**src/rtl/pmcs_pkg.sv**
```systemverilog
// Shared constants, types and helpers for the power-mode clock selector
package pmcs_pkg;

   // ************************************************************
   // Register map
   // ************************************************************
   localparam logic [7:0] ADDR_OSC_CONTROL = 8'h00;
   localparam logic [7:0] ADDR_CLOCK_STATUS = 8'h04;
   localparam logic [7:0] ADDR_SEC_TIMER_CONTROL = 8'h08;

   // Control register fields
   localparam int CTRL_SEL_LSB = 0;
   localparam int CTRL_SEL_HIGH_BIT = 1;
   localparam int CTRL_INT_FAST_BIT = 4;
   localparam int CTRL_CPU_GATE_BIT = 7;
   localparam logic [7:0] CTRL_RESET = 8'h10;
   localparam logic [7:0] CTRL_WRITE_MASK = 8'h93;

   // Status register fields
   localparam int STAT_SEC_BIT = 0;
   localparam int STAT_FAST_BIT = 2;
   localparam int STAT_PRI_BIT = 3;

   // Secondary timer control fields
   localparam int SEC_ENABLE_BIT = 3;
   localparam int SEC_ACTIVE_BIT = 6;
   localparam logic [7:0] SEC_CTRL_RESET = 8'h00;

   // ************************************************************
   // Bus answers and timing
   // ************************************************************
   localparam logic [1:0] RESP_OKAY = 2'h0;
   localparam logic [1:0] RESP_SLVERR = 2'h2;

   // Two and a half cycles of a clock, rounded up to whole edges
   localparam int OLD_SYNC_TICKS = 3;
   localparam int NEW_SYNC_TICKS = 3;

   // ************************************************************
   // Types
   // ************************************************************
   typedef enum logic [1:0] {
      SRC_PRIMARY,
      SRC_SECONDARY,
      SRC_INTERNAL
   } pmcs_src_e;

   // Flag order: primary active, internal fast stable, secondary active
   typedef logic [2:0] pmcs_flags_t;

   typedef struct packed {
      logic awvalid;
      logic [7:0] awaddr;
      logic wvalid;
      logic [31:0] wdata;
      logic [3:0] wstrb;
      logic bready;
      logic arvalid;
      logic [7:0] araddr;
      logic rready;
   } pmcs_axi_req_s;

   typedef struct packed {
      logic awready;
      logic wready;
      logic bvalid;
      logic [1:0] bresp;
      logic arready;
      logic rvalid;
      logic [31:0] rdata;
      logic [1:0] rresp;
   } pmcs_axi_rsp_s;

   // ************************************************************
   // Helpers
   // ************************************************************
   function automatic pmcs_src_e decodeSource(input logic [1:0] sel);
      // High bit set selects internal block, low bit then ignored
      if (sel[1]) begin
         return SRC_INTERNAL;
      end
      return sel[0] ? SRC_SECONDARY : SRC_PRIMARY;
   endfunction : decodeSource

   function automatic pmcs_flags_t flagsFor(input pmcs_src_e src, input logic intFast,
                                            input logic primaryIsFast, input logic fastStable);
      pmcs_flags_t f;
      f = 3'b000;
      case (src)
         SRC_PRIMARY: f = {1'b1, primaryIsFast & fastStable, 1'b0};
         SRC_SECONDARY: f = 3'b001;
         SRC_INTERNAL: f = {1'b0, intFast & fastStable, 1'b0};
         default: f = 3'b000;
      endcase
      return f;
   endfunction : flagsFor

endpackage : pmcs_pkg

```
**src/rtl/pmcs_power_mode_clock_select.sv**
```systemverilog
// Power-mode and system clock source controller with AXI4-Lite registers
//
// Behaviour
// - Gating bit decides CPU clocking; select field picks the system oscillator.
// - Select 00 primary, 01 secondary timer oscillator, 1x internal block.
// - Changing the select field switches source once new source runs.
// - Idle or Sleep entered only by halt; gating bit chooses which.
// - Halt with gating bit 0 stops CPU and peripheral clocks.
// - Halt with gating bit 1 keeps peripherals clocked, stops CPU.
// - Switch waits new start-up plus 2.5 old and 2.5 new cycles.
// - Three flags encode the current source: 100,010,001,110,000.
// - Reset starts in primary run unless two-speed start-up is on.
// - Primary run sets primary flag; fast flag if fast primary stable.
// - Secondary run: timer clock, primary off, secondary flag set, primary cleared.
// - Secondary entry deferred until its enable is set and oscillator ready.
// - Leaving secondary: keep timer clock until primary ready, then swap flags.
// - Secondary oscillator runs whenever its enable bit is set.
// - Internal selection covers fast, postscaled and slow internal oscillators.
// - Primary to internal switch shuts primary and clears its flag.
// - Sleep shuts the primary and internal oscillators and clears all status flags.
// - Wake-up leaves gating bit and select field unchanged.
//
// Decided for this implementation: the address map and the AXI4-Lite slave port.
`timescale 1ns/1ps
`default_nettype none
module pmcs_power_mode_clock_select #(
   parameter int OLD_TICKS = pmcs_pkg::OLD_SYNC_TICKS,
   parameter int NEW_TICKS = pmcs_pkg::NEW_SYNC_TICKS
) (
   // Clock and reset
   input wire logic mclk,
   input wire logic rst,
   // Register bus
   input wire pmcs_pkg::pmcs_axi_req_s axiReq,
   output pmcs_pkg::pmcs_axi_rsp_s axiRsp,
   // Core events
   input wire logic haltExec,
   input wire logic wakeEvent,
   // Configuration straps
   input wire logic twoSpeedStartup,
   input wire logic primaryIsFastInternal,
   // Oscillator status and edge ticks
   input wire logic primaryReady,
   input wire logic secondaryReady,
   input wire logic fastIntStable,
   input wire logic primaryTick,
   input wire logic secondaryTick,
   input wire logic internalTick,
   // Oscillator controls
   output logic primaryOscEnable,
   output logic internalOscEnable,
   output logic secondaryOscRun,
   // Clock tree controls
   output logic [1:0] sysClkSelect,
   output logic sysClkGate,
   output logic cpuClkEnable,
   output logic periphClkEnable
);

   initial begin
      if (OLD_TICKS < 1 || NEW_TICKS < 1) begin
         $error("pmcs_power_mode_clock_select: tick counts must be at least one");
      end
   end

   // ************************************************************
   // Declarations
   // ************************************************************
   typedef enum logic [2:0] {
      SW_RUN,
      SW_WAIT_READY,
      SW_OLD_SYNC,
      SW_NEW_SYNC,
      SW_SLEEP
   } pmcs_sw_e;

   pmcs_sw_e state_reg;
   pmcs_pkg::pmcs_src_e curSrc_reg;
   pmcs_pkg::pmcs_src_e tgtSrc_reg;
   pmcs_pkg::pmcs_src_e selSrc;
   pmcs_pkg::pmcs_flags_t flags_reg;
   logic [7:0] oscControl_reg;
   logic [7:0] secTimerControl_reg;
   logic idle_reg;
   logic fromSleep_reg;
   logic startup_reg;
   logic cntStart;
   logic cntTick;
   logic oldDone;
   logic newDone;
   logic tgtReady;
   logic awHeld_reg;
   logic wHeld_reg;
   logic [7:0] awAddr_reg;
   logic [31:0] wData_reg;
   logic [3:0] wStrb_reg;

   assign selSrc = pmcs_pkg::decodeSource(oscControl_reg[pmcs_pkg::CTRL_SEL_HIGH_BIT:
                                                         pmcs_pkg::CTRL_SEL_LSB]);

   function automatic logic srcReady(input pmcs_pkg::pmcs_src_e s);
      case (s)
         pmcs_pkg::SRC_PRIMARY: return primaryReady;
         // secondary needs its enable and a ready oscillator
         pmcs_pkg::SRC_SECONDARY:
            return secTimerControl_reg[pmcs_pkg::SEC_ENABLE_BIT] & secondaryReady;
         // internal block always available once requested
         pmcs_pkg::SRC_INTERNAL: return 1'b1;
         default: return 1'b0;
      endcase
   endfunction : srcReady

   function automatic logic srcTick(input pmcs_pkg::pmcs_src_e s);
      case (s)
         pmcs_pkg::SRC_PRIMARY: return primaryTick;
         pmcs_pkg::SRC_SECONDARY: return secondaryTick;
         pmcs_pkg::SRC_INTERNAL: return internalTick;
         default: return 1'b0;
      endcase
   endfunction : srcTick

   always_comb tgtReady = srcReady(tgtSrc_reg);

   // ************************************************************
   // Handover timing
   // ************************************************************
   // One counter serves both halves; they never overlap
   assign cntStart = (state_reg == SW_WAIT_READY && tgtReady) ||
                     (state_reg == SW_OLD_SYNC && oldDone);
   always_comb cntTick = (state_reg == SW_OLD_SYNC) ? srcTick(curSrc_reg) : srcTick(tgtSrc_reg);

   pmcs_tick_counter #(
      .TICKS(OLD_TICKS > NEW_TICKS ? OLD_TICKS : NEW_TICKS)
   ) u_sync_count (
      .mclk(mclk),
      .rst(rst),
      .start(cntStart),
      .tick(cntTick),
      .done(oldDone)
   );
   assign newDone = oldDone;

   // ************************************************************
   // Mode sequencer
   // ************************************************************
   always_ff @(posedge mclk) begin
      if (rst) begin
         state_reg <= SW_RUN;
         curSrc_reg <= pmcs_pkg::SRC_PRIMARY;
         tgtSrc_reg <= pmcs_pkg::SRC_PRIMARY;
         idle_reg <= 1'b0;
         fromSleep_reg <= 1'b0;
         startup_reg <= 1'b1;
      end else begin
         startup_reg <= 1'b0;
         case (state_reg)
            SW_RUN: begin
               if (startup_reg && twoSpeedStartup) begin
                  // run on internal block while primary starts
                  curSrc_reg <= pmcs_pkg::SRC_INTERNAL;
                  tgtSrc_reg <= pmcs_pkg::SRC_PRIMARY;
                  state_reg <= SW_WAIT_READY;
               end else if (idle_reg) begin
                  if (wakeEvent) begin
                     idle_reg <= 1'b0;
                  end
               end else if (haltExec) begin
                  // halt is the only entry to Idle or Sleep
                  if (oscControl_reg[pmcs_pkg::CTRL_CPU_GATE_BIT]) begin
                     idle_reg <= 1'b1;
                  end else begin
                     state_reg <= SW_SLEEP;
                  end
               end else if (selSrc != curSrc_reg) begin
                  tgtSrc_reg <= selSrc;
                  fromSleep_reg <= 1'b0;
                  state_reg <= SW_WAIT_READY;
               end
            end
            SW_WAIT_READY: begin
               // outside a wake from Sleep, the old clock keeps running while the new one starts
               if (tgtReady) begin
                  state_reg <= fromSleep_reg ? SW_NEW_SYNC : SW_OLD_SYNC;
               end
            end
            SW_OLD_SYNC: begin
               if (oldDone) begin
                  state_reg <= SW_NEW_SYNC;
               end
            end
            SW_NEW_SYNC: begin
               if (newDone && !cntStart) begin
                  curSrc_reg <= tgtSrc_reg;
                  fromSleep_reg <= 1'b0;
                  state_reg <= SW_RUN;
               end
            end
            SW_SLEEP: begin
               if (wakeEvent) begin
                  // resume on the source still selected
                  tgtSrc_reg <= selSrc;
                  fromSleep_reg <= 1'b1;
                  state_reg <= SW_WAIT_READY;
               end
            end
            default: state_reg <= SW_RUN;
         endcase
      end
   end

   // ************************************************************
   // Status flags
   // ************************************************************
   always_ff @(posedge mclk) begin
      if (rst) begin
         flags_reg <= 3'b000;
      end else if (state_reg == SW_SLEEP || fromSleep_reg) begin
         // flags clear in Sleep until the wake handover ends
         flags_reg <= 3'b000;
      end else begin
         // flags follow only the settled source
         flags_reg <= pmcs_pkg::flagsFor(curSrc_reg,
                                         oscControl_reg[pmcs_pkg::CTRL_INT_FAST_BIT],
                                         primaryIsFastInternal, fastIntStable);
      end
   end

   // ************************************************************
   // Oscillator and clock tree controls
   // ************************************************************
   always_ff @(posedge mclk) begin
      if (rst) begin
         primaryOscEnable <= 1'b1;
         internalOscEnable <= 1'b1;
         secondaryOscRun <= 1'b0;
         sysClkSelect <= 2'h0;
         sysClkGate <= 1'b1;
         cpuClkEnable <= 1'b1;
         periphClkEnable <= 1'b1;
      end else begin
         // primary only runs while in use or being started
         primaryOscEnable <= (state_reg != SW_SLEEP) &&
                             ((curSrc_reg == pmcs_pkg::SRC_PRIMARY && !fromSleep_reg) ||
                              (tgtSrc_reg == pmcs_pkg::SRC_PRIMARY && state_reg != SW_RUN));
         internalOscEnable <= (state_reg != SW_SLEEP) &&
                              (curSrc_reg == pmcs_pkg::SRC_INTERNAL ||
                               tgtSrc_reg == pmcs_pkg::SRC_INTERNAL ||
                               primaryIsFastInternal);
         secondaryOscRun <= secTimerControl_reg[pmcs_pkg::SEC_ENABLE_BIT];
         sysClkSelect <= curSrc_reg;
         // low through the whole edge-synchronised handover
         sysClkGate <= !(state_reg == SW_OLD_SYNC || state_reg == SW_NEW_SYNC ||
                         state_reg == SW_SLEEP || (state_reg == SW_WAIT_READY &&
                         fromSleep_reg));
         cpuClkEnable <= state_reg != SW_SLEEP && !fromSleep_reg && !idle_reg;
         periphClkEnable <= state_reg != SW_SLEEP && !fromSleep_reg;
      end
   end

   // ************************************************************
   // AXI4-Lite write channel
   // ************************************************************
   always_ff @(posedge mclk) begin
      if (rst) begin
         awHeld_reg <= 1'b0;
         wHeld_reg <= 1'b0;
         awAddr_reg <= 8'h00;
         wData_reg <= 32'h0000_0000;
         wStrb_reg <= 4'h0;
         axiRsp.awready <= 1'b1;
         axiRsp.wready <= 1'b1;
         axiRsp.bvalid <= 1'b0;
         axiRsp.bresp <= pmcs_pkg::RESP_OKAY;
      end else begin
         if (axiReq.awvalid && axiRsp.awready) begin
            awHeld_reg <= 1'b1;
            awAddr_reg <= axiReq.awaddr;
            axiRsp.awready <= 1'b0;
         end
         if (axiReq.wvalid && axiRsp.wready) begin
            wHeld_reg <= 1'b1;
            wData_reg <= axiReq.wdata;
            wStrb_reg <= axiReq.wstrb;
            axiRsp.wready <= 1'b0;
         end
         if (awHeld_reg && wHeld_reg && !axiRsp.bvalid) begin
            awHeld_reg <= 1'b0;
            wHeld_reg <= 1'b0;
            axiRsp.bvalid <= 1'b1;
            case (awAddr_reg)
               pmcs_pkg::ADDR_OSC_CONTROL,
               pmcs_pkg::ADDR_CLOCK_STATUS,
               pmcs_pkg::ADDR_SEC_TIMER_CONTROL: axiRsp.bresp <= pmcs_pkg::RESP_OKAY;
               default: axiRsp.bresp <= pmcs_pkg::RESP_SLVERR;
            endcase
         end
         if (axiRsp.bvalid && axiReq.bready) begin
            axiRsp.bvalid <= 1'b0;
            axiRsp.awready <= 1'b1;
            axiRsp.wready <= 1'b1;
         end
      end
   end

   // Register stores; status is read-only
   always_ff @(posedge mclk) begin
      if (rst) begin
         oscControl_reg <= pmcs_pkg::CTRL_RESET;
         secTimerControl_reg <= pmcs_pkg::SEC_CTRL_RESET;
      end else if (awHeld_reg && wHeld_reg && !axiRsp.bvalid && wStrb_reg[0]) begin
         if (awAddr_reg == pmcs_pkg::ADDR_OSC_CONTROL) begin
            oscControl_reg <= wData_reg[7:0] & pmcs_pkg::CTRL_WRITE_MASK;
         end
         if (awAddr_reg == pmcs_pkg::ADDR_SEC_TIMER_CONTROL) begin
            secTimerControl_reg <= {4'h0, wData_reg[pmcs_pkg::SEC_ENABLE_BIT], 3'h0};
         end
      end
   end

   // ************************************************************
   // AXI4-Lite read channel
   // ************************************************************
   always_ff @(posedge mclk) begin
      if (rst) begin
         axiRsp.arready <= 1'b1;
         axiRsp.rvalid <= 1'b0;
         axiRsp.rdata <= 32'h0000_0000;
         axiRsp.rresp <= pmcs_pkg::RESP_OKAY;
      end else if (axiReq.arvalid && axiRsp.arready) begin
         axiRsp.arready <= 1'b0;
         axiRsp.rvalid <= 1'b1;
         axiRsp.rresp <= pmcs_pkg::RESP_OKAY;
         axiRsp.rdata <= 32'h0000_0000;
         case (axiReq.araddr)
            pmcs_pkg::ADDR_OSC_CONTROL: axiRsp.rdata[7:0] <= oscControl_reg;
            pmcs_pkg::ADDR_CLOCK_STATUS: begin
               axiRsp.rdata[pmcs_pkg::STAT_PRI_BIT] <= flags_reg[2];
               axiRsp.rdata[pmcs_pkg::STAT_FAST_BIT] <= flags_reg[1];
               axiRsp.rdata[pmcs_pkg::STAT_SEC_BIT] <= flags_reg[0];
            end
            pmcs_pkg::ADDR_SEC_TIMER_CONTROL: begin
               axiRsp.rdata[7:0] <= secTimerControl_reg;
               axiRsp.rdata[pmcs_pkg::SEC_ACTIVE_BIT] <= flags_reg[0];
            end
            default: axiRsp.rresp <= pmcs_pkg::RESP_SLVERR;
         endcase
      end else if (axiRsp.rvalid && axiReq.rready) begin
         axiRsp.rvalid <= 1'b0;
         axiRsp.arready <= 1'b1;
      end
   end

endmodule : pmcs_power_mode_clock_select
`default_nettype wire

```
**src/rtl/pmcs_tick_counter.sv**
```systemverilog
// Counts oscillator edge ticks after a start pulse
`timescale 1ns/1ps
`default_nettype none
module pmcs_tick_counter #(
   parameter int TICKS = 3
) (
   // Clock and reset
   input wire logic mclk,
   input wire logic rst,
   // Control
   input wire logic start,
   input wire logic tick,
   // Result
   output logic done
);

   localparam int CNT_W = $clog2(TICKS + 1);

   initial begin
      if (TICKS < 1 || TICKS > 255) begin
         $error("pmcs_tick_counter: TICKS out of range");
      end
   end

   logic [CNT_W-1:0] count_reg;
   logic running_reg;

   always_ff @(posedge mclk) begin
      if (rst) begin
         count_reg <= '0;
         running_reg <= 1'b0;
         done <= 1'b0;
      end else if (start) begin
         count_reg <= '0;
         running_reg <= 1'b1;
         done <= 1'b0;
      end else if (running_reg && tick) begin
         if (count_reg == CNT_W'(TICKS - 1)) begin
            running_reg <= 1'b0;
            done <= 1'b1;
         end else begin
            count_reg <= count_reg + CNT_W'(1);
         end
      end else begin
         done <= 1'b0;
      end
   end

endmodule : pmcs_tick_counter
`default_nettype wire

```
**config.mk**
```make
export PLATFORM = sky130hd
export DESIGN_NAME = pmcs_power_mode_clock_select
export DESIGN_NICKNAME = d
export VERILOG_FILES = /design/src/rtl/pmcs_pkg.sv /design/src/rtl/pmcs_power_mode_clock_select.sv /design/src/rtl/pmcs_tick_counter.sv
export SDC_FILE = /design/constraint.sdc
export NUM_CORES = 1
export LEC_CHECK = 0
export BUFFER_PORTS_ARGS = -buffer_cell sky130_fd_sc_hd__buf_2
export CORE_MARGIN = 1.5
export CORE_UTILIZATION = 25
export CTS_BUF_LIST = sky130_fd_sc_hd__clkbuf_4 sky130_fd_sc_hd__clkbuf_8
export CTS_CLUSTER_DIAMETER = 100
export DETAILED_ROUTE_END_ITERATION = 8
export GPL_TIMING_DRIVEN = 0
export PLACE_DENSITY_LB_ADDON = 0.05
export SLEW_MARGIN = 10
export SYNTH_ARGS = -nofsm -noshare
export SYNTH_HDL_FRONTEND = slang
export SYNTH_SLANG_ARGS = --single-unit
```
**constraint.sdc**
```tcl
create_clock -name mclk -period 2.7 [get_ports mclk]
set_input_delay 0.405 -clock mclk [delete_from_list [all_inputs] [get_ports mclk]]
set_output_delay 0.405 -clock mclk [all_outputs]
set_load 0.02 [all_outputs]
```
# [Yosys cells after proc, flatten, opt, wreduce, memory -nomap -nowiden]
# Index checks and enable logic that the tools add are counted.
[word_totals] inputBits=69 output_inout_bits=49 word_cells=181 reg_bits=66
[classes] mux=52 eq_ne=29 bitwise_logic=6 add_sub_neg=1 n_reduce_logical=61
[ops] cell="3-bit two-way mux" count=9
[ops] cell="2-bit two-way mux" count=13
[ops] cell="1-bit logical AND" count=20
[ops] cell="1-bit two-way mux" count=19
[ops] cell="8-bit by 3-bit equality test with 1-bit output (second input constant)" count=2
[ops] cell="8-bit by 4-bit equality test with 1-bit output (second input constant)" count=2
[ops] cell="8-bit logical NOT" count=2
[ops] cell="2-bit != test (second input constant)" count=8
[ops] cell="3-bit one-hot mux with 5 select lines" count=1
[ops] cell="7-bit AND reduction" count=2
[ops] cell="3-bit != test (second input constant)" count=4
[ops] cell="1-bit one-hot mux with 3 select lines" count=4
[ops] cell="2-bit one-hot mux with 2 select lines" count=3
[ops] cell="2-bit AND reduction" count=5
[ops] cell="2-bit nonzero test" count=5
[ops] cell="3-bit one-hot mux with 3 select lines" count=1
[ops] cell="3-bit OR reduction" count=3
[ops] cell="1-bit logical OR" count=8
[ops] cell="4-bit != test (second input constant)" count=2
[ops] cell="4-bit one-hot mux with 2 select lines" count=1
[ops] cell="2-bit OR reduction" count=4
[ops] cell="2-bit equality test (second input constant)" count=3
[ops] cell="3-bit by 2-bit equality test with 1-bit output (second input constant)" count=2
[ops] cell="3-bit nonzero test" count=2
[ops] cell="14 further kinds" count=24

# [Longest topological paths before layout]
[depth] ltp_word=8 mapped_depth=6 mapped_depth_nobuf=5

# [Cells and area by module]
# From an unflattened synthesis, not the netlist that was laid out.
[hier_totals] hier_cells=321 hier_area_um2=2751.4
[modules_own_cells] mod="pmcs_power_mode_clock_select" area_per_inst_um2=2567.5 cells_each=305 n_inst=1
[modules_own_cells] mod="pmcs_tick_counter" area_per_inst_um2=183.9 cells_each=16 n_inst=1

# [Worst setup path after synthesis]
# No wires, ideal clock.
[synth_path] path_kind="input to register" start="input port axiReq[8] (netlist bit)" end="register axiRsp[3] (netlist bit)" slack_ns=1.262 stages=4 setup_ns=0.065 arrival_time_ns=1.373 cell_sequence="or4_4 > nor4_4 > a22oi_1 > nor2_1"
[synth_via] elab_chain_cells=2
[synth_rtl] item="start, declared" line_no="pmcs_power_mode_clock_select.sv:34" rtl="input wire pmcs_pkg::pmcs_axi_req_s axiReq,"
[synth_rtl] item="8-bit logical NOT" line_no="pmcs_power_mode_clock_select.sv:334" rtl="case (axiReq.araddr)"
[synth_rtl] item="1-bit two-way mux" line_no="pmcs_power_mode_clock_select.sv:334"
[synth_rtl] item="end, declared" line_no="pmcs_power_mode_clock_select.sv:35" rtl="output pmcs_pkg::pmcs_axi_rsp_s axiRsp,"
# Every way passes these cells.
# A chain may end at the register's enable or synchronous reset.

# [Worst setup path after layout]
[layout_path] start="register awAddr_reg[0]" end="register secTimerControl_reg[3]"
[layout_via] elab_chain_cells=2
[layout_rtl] item="start, declared" line_no="pmcs_power_mode_clock_select.sv:94" rtl="logic [7:0] awAddr_reg;"
[layout_rtl] item="start signal, assigned" line_no="pmcs_power_mode_clock_select.sv:277" rtl="awAddr_reg <= axiReq.awaddr;"
[layout_rtl] item="8-bit by 4-bit equality test with 1-bit output" line_no="pmcs_power_mode_clock_select.sv:314" rtl="if (awAddr_reg == pmcs_pkg::ADDR_SEC_TIMER_CONTROL) begin"
[layout_rtl] item="2-bit AND reduction (no source line)"
[layout_rtl] item="end signal, assigned" line_no="pmcs_power_mode_clock_select.sv:309" rtl="secTimerControl_reg <= pmcs_pkg::SEC_CTRL_RESET;"
[layout_rtl] item="end signal, assigned" line_no="pmcs_power_mode_clock_select.sv:315" rtl="secTimerControl_reg <= {4'h0, wData_reg[pmcs_pkg::SEC_ENABLE_BIT], 3'h0};"
[layout_rtl] item="end, declared" line_no="pmcs_power_mode_clock_select.sv:83" rtl="logic [7:0] secTimerControl_reg;"
# Every way passes these cells.

==> results by group <==
Pwr
  – Maximum vdd ir drop: 251 uV
  – Pwr Density: 678 nW/um^2
  – Pleak: 0.00158 uW

Setup path
  – CP max stage cell: nor4_1
  – CP cell instances: nor4_1 > nand4_1 > o21ai_0 > a21oi_1
  – CP max stage delay: 0.52 ns
  – Bufs and invs on worst path: 0
  – Crit Path Class: reg -> reg
  – Crit. End Element: flop
  – Reg2reg start: awAddr_reg[0]$_SDFFE_PP0P_
  – R2r endpoint: secTimerControl_reg[3]$_SDFFE_PP0P_
  – Worst reg2reg setup slack: 1.12 ns
  – R2R depth: 4
  – CP top delay family: simple AND/OR/NAND/NOR gates
  – CP max FO: 5
  – Crit path required time: 2.89 ns
  – WP data arrival: 1.77 ns
  – Startpoint Class: flop

STA
  – Relative slew slack: 0.579
  – Final period utilization: 0.586
  – Final Setup Violations: 0
  – Fmax: 0.632 GHz
  – Min cycle time layout: 1.58 ns
  – Slew Limit Fails: 0
  – Clk_skew: 0.00729 ns
  – Fin Setup TNS: 0 ns
  – Final hold vios: 0
  – RSZ-0062 raised after global routing: false
  – Hold Worst Slack: 0.289 ns
  – Slew @ Worst Pin: 0.632 ns

Global routing
  – Total track usage: 0.130
  – Vias in the first global route: 2481
  – Largest net degree at the start of global routing: 11
  – First-pass GRT wire length: 12.8 mm
  – Gr ovfl total: 0
  – Initial antenna violation count: 0

Die
  – Core region area: 11500 sq um
  – Site row count: 39
  – Io pins: 118
  – Die area: 12500 sq um
  – Initial Util: 0.258
  – Die X: 112 um
  – Chip height: 112 um

Cells and area
  – Antenna cells: 0
  – Final #Nets: 505
  – Final Cell Area: 3740 sq um
  – Share of layout cells above drive strength 1: 0.300
  – Area growth from synthesis to layout: 26.2%
  – Max reg flops: 14
  – Finished Layout Cells: 583

Clock network
  – CTS tree: built
  – Hold buffers post-CTS: 0
  – Inserted Clock Buffers: 9
  – Clk sinks: 60
  – Clk slew on worst S/H paths: 0.07 ns
  – Post-CTS Setup Bufs: 0
  – CTS Buffer Depth: 2
  – Root Driver: clkbuf_8
  – H-Tree Depth: 3
  – CTS resizes: 0
  – Clk_lat worst skew: 0.33 ns

Yosys
  – EDFF count, synth: 0
  – Yosys warning count: 0
  – Syn Area/Cell: 8.75 sq um
  – Unique cell type count in the Yosys netlist: 61
  – Fraction of registers with async set/reset: 0
  – Post-synth top flop: dfxtp_1
  – Mapped Area: 2970 sq um
  – Largest family of logic cells by synthesized area: simple AND/OR/NAND/NOR gates
  – Synth Area in Simple Gates: 0.240
  – Post-synthesis mux area share: 0.0308
  – Synth Area in Compound Gates: 0.187
  – Synthesis-stage register bit count: 60
  – Adder-cell share of the synthesized area: 0.00422
  – Sequential area share after synthesis: 0.405
  – Post-Synthesis Cells: 339
  – Xor/xnor share of the synthesized area: 0.00295

Route
  – # DRC: 12
  – First DRT Iteration DRCs: 133
  – WL/cell: 13.6 um
  – TritonRoute pass-1 iters: 6
  – Post-route ant nets: 0
  – Vias: 2588
  – Post-Route WL: 7.92 mm
  – Vias per cell: 4.44

Worst hold path
  – Hold_sp: rst
  – Hold Path Class: in -> reg
  – Min-Delay Path Depth: 1
  – Min-Delay Endpoint: startup_reg$_DFF_P_

Place
  – Placed insts: 567
  – Post-DP Area: 3540 sq um
  – PortBufs: 59
  – Hpwl dp: 5.96 mm
  – Gp weighted congestion: 0.751

Run status
  – Failing checks: design-rule violations
  – Status: finished with violations

Run
  – Max cap viols: 0
==> cell usage in the layout (no fill, tap or decap), types with 5 or more instances in the layout <==
cell	netlist	final
o21ai_0	11	11
nor2_1	17	17
conb_1	1	27
nand2b_1	9	9
buf_2	3	62
buf_4	30	30
nor3_1	5	5
a21oi_1	39	39
nand2_1	26	26
dfxtp_1	60	60
inv_1	11	11
nand3_1	25	25
nand4_1	5	5
nor2b_1	9	9
nand3b_1	5	5
o21bai_1	6	6
mux2i_1	8	8
clkbuf_1	10	10
clkbuf_8	2	13
==> cell type report <==
class	count	area (sq um)
fill	1282	7770
multi-input combinational	246	1480
sequential	60	1200
buffer	48	339
timing repair buffer	59	295
tap	143	179
clock buffer	12	159
clock inverter	4	47.5
inverter	11	41.3
==> worst register-to-register path, cell delays in order, from the launching register on <==
cell     delay [ns]
dfxtp_1        0.31
nor4_1         0.52
nand4_1        0.29
o21ai_0        0.23
a21oi_1        0.08
==> stage by stage <==
stage	setup WS [ns]	total power [uW]	util
global placement	1.04	1720	0.307
global route	0.898	2700	0.325
detailed placement	1.03	1730	0.307
CTS	1.08	2580	0.325
floorplan	1.26	1550	-
finish	1.12	2540	0.325
==> worst max-delay path by stage <==
stage / start / endpoint / slack (ns) / depth (start not counted)
2_1_floorplan: axiReq[8] / axiRsp[3]$_SDFFE_PP0P_ / 1.26 / 4
3_3_place_gp: axiReq[8] / axiRsp[3]$_SDFFE_PP0P_ / 1.04 / 5
3_5_place_dp: axiReq[8] / axiRsp[9]$_SDFFE_PP0P_ / 1.03 / 5
4_1_cts: awAddr_reg[0]$_SDFFE_PP0P_ / secTimerControl_reg[3]$_SDFFE_PP0P_ / 1.08 / 4
5_1_grt: awAddr_reg[0]$_SDFFE_PP0P_ / oscControl_reg[7]$_SDFFE_PP0P_ / 0.90 / 4
6_report: awAddr_reg[0]$_SDFFE_PP0P_ / secTimerControl_reg[3]$_SDFFE_PP0P_ / 1.12 / 4
==> metal layers <==
layer  up-vias  part of all wire  track usage
met2        68              0.43        0.200
met5         -                 0            0
li1       1343                 -            -
met4         0             0.014       0.0456
met1      1168              0.50        0.180
met3         9             0.055       0.0321
==> Yosys cell counts, types with 2 or more instances <==
master    count  share of area
dfxtp_1      60           0.40
a21oi_1      39          0.066
buf_4        30          0.076
nand2_1      26          0.033
nand3_1      25          0.042
nor2_1       17          0.022
inv_1        11          0.014
o21ai_0      11          0.019
clkbuf_1     10          0.013
nand2b_1      9          0.019
nor2b_1       9          0.019
mux2i_1       8          0.027
o21bai_1      6          0.015
nand3b_1      5          0.013
nand4_1       5          0.011
nor3_1        5         0.0084
a22oi_1       3         0.0076
buf_2         3         0.0051
buf_6         3          0.011
nor4_1        3         0.0063
a211oi_1      2         0.0051
a211oi_2      2         0.0084
a22o_1        2         0.0059
a311oi_1      2         0.0059
a41oi_1       2         0.0059
and3_1        2         0.0042
clkbuf_8      2         0.0093
nor3_2        2         0.0067
nor3b_1       2         0.0051
or2_2         2         0.0042
==> power breakdown <==
group	internal, uW	switching, uW
registers	958	39.7
clock network	484	351
logic	303	404
total	1740	794
==> logic make-up (layout without fill, tap and decap cells) <==
| kind of cell | after synthesis | count (layout) |
|---|---|---|
| DFF | 60 | 60 |
| xor gates and xnor gates | 1 | 1 |
| adders and majority gates | 1 | 1 |
| muxes | 9 | 9 |
| buffers and inverters | 59 | 134 |
| and+or+nand+nor | 126 | 126 |
| other | 1 | 27 |
| AOI/OAI and AO/OA | 82 | 82 |
Note: power is estimated with default switching activity, not from simulation.
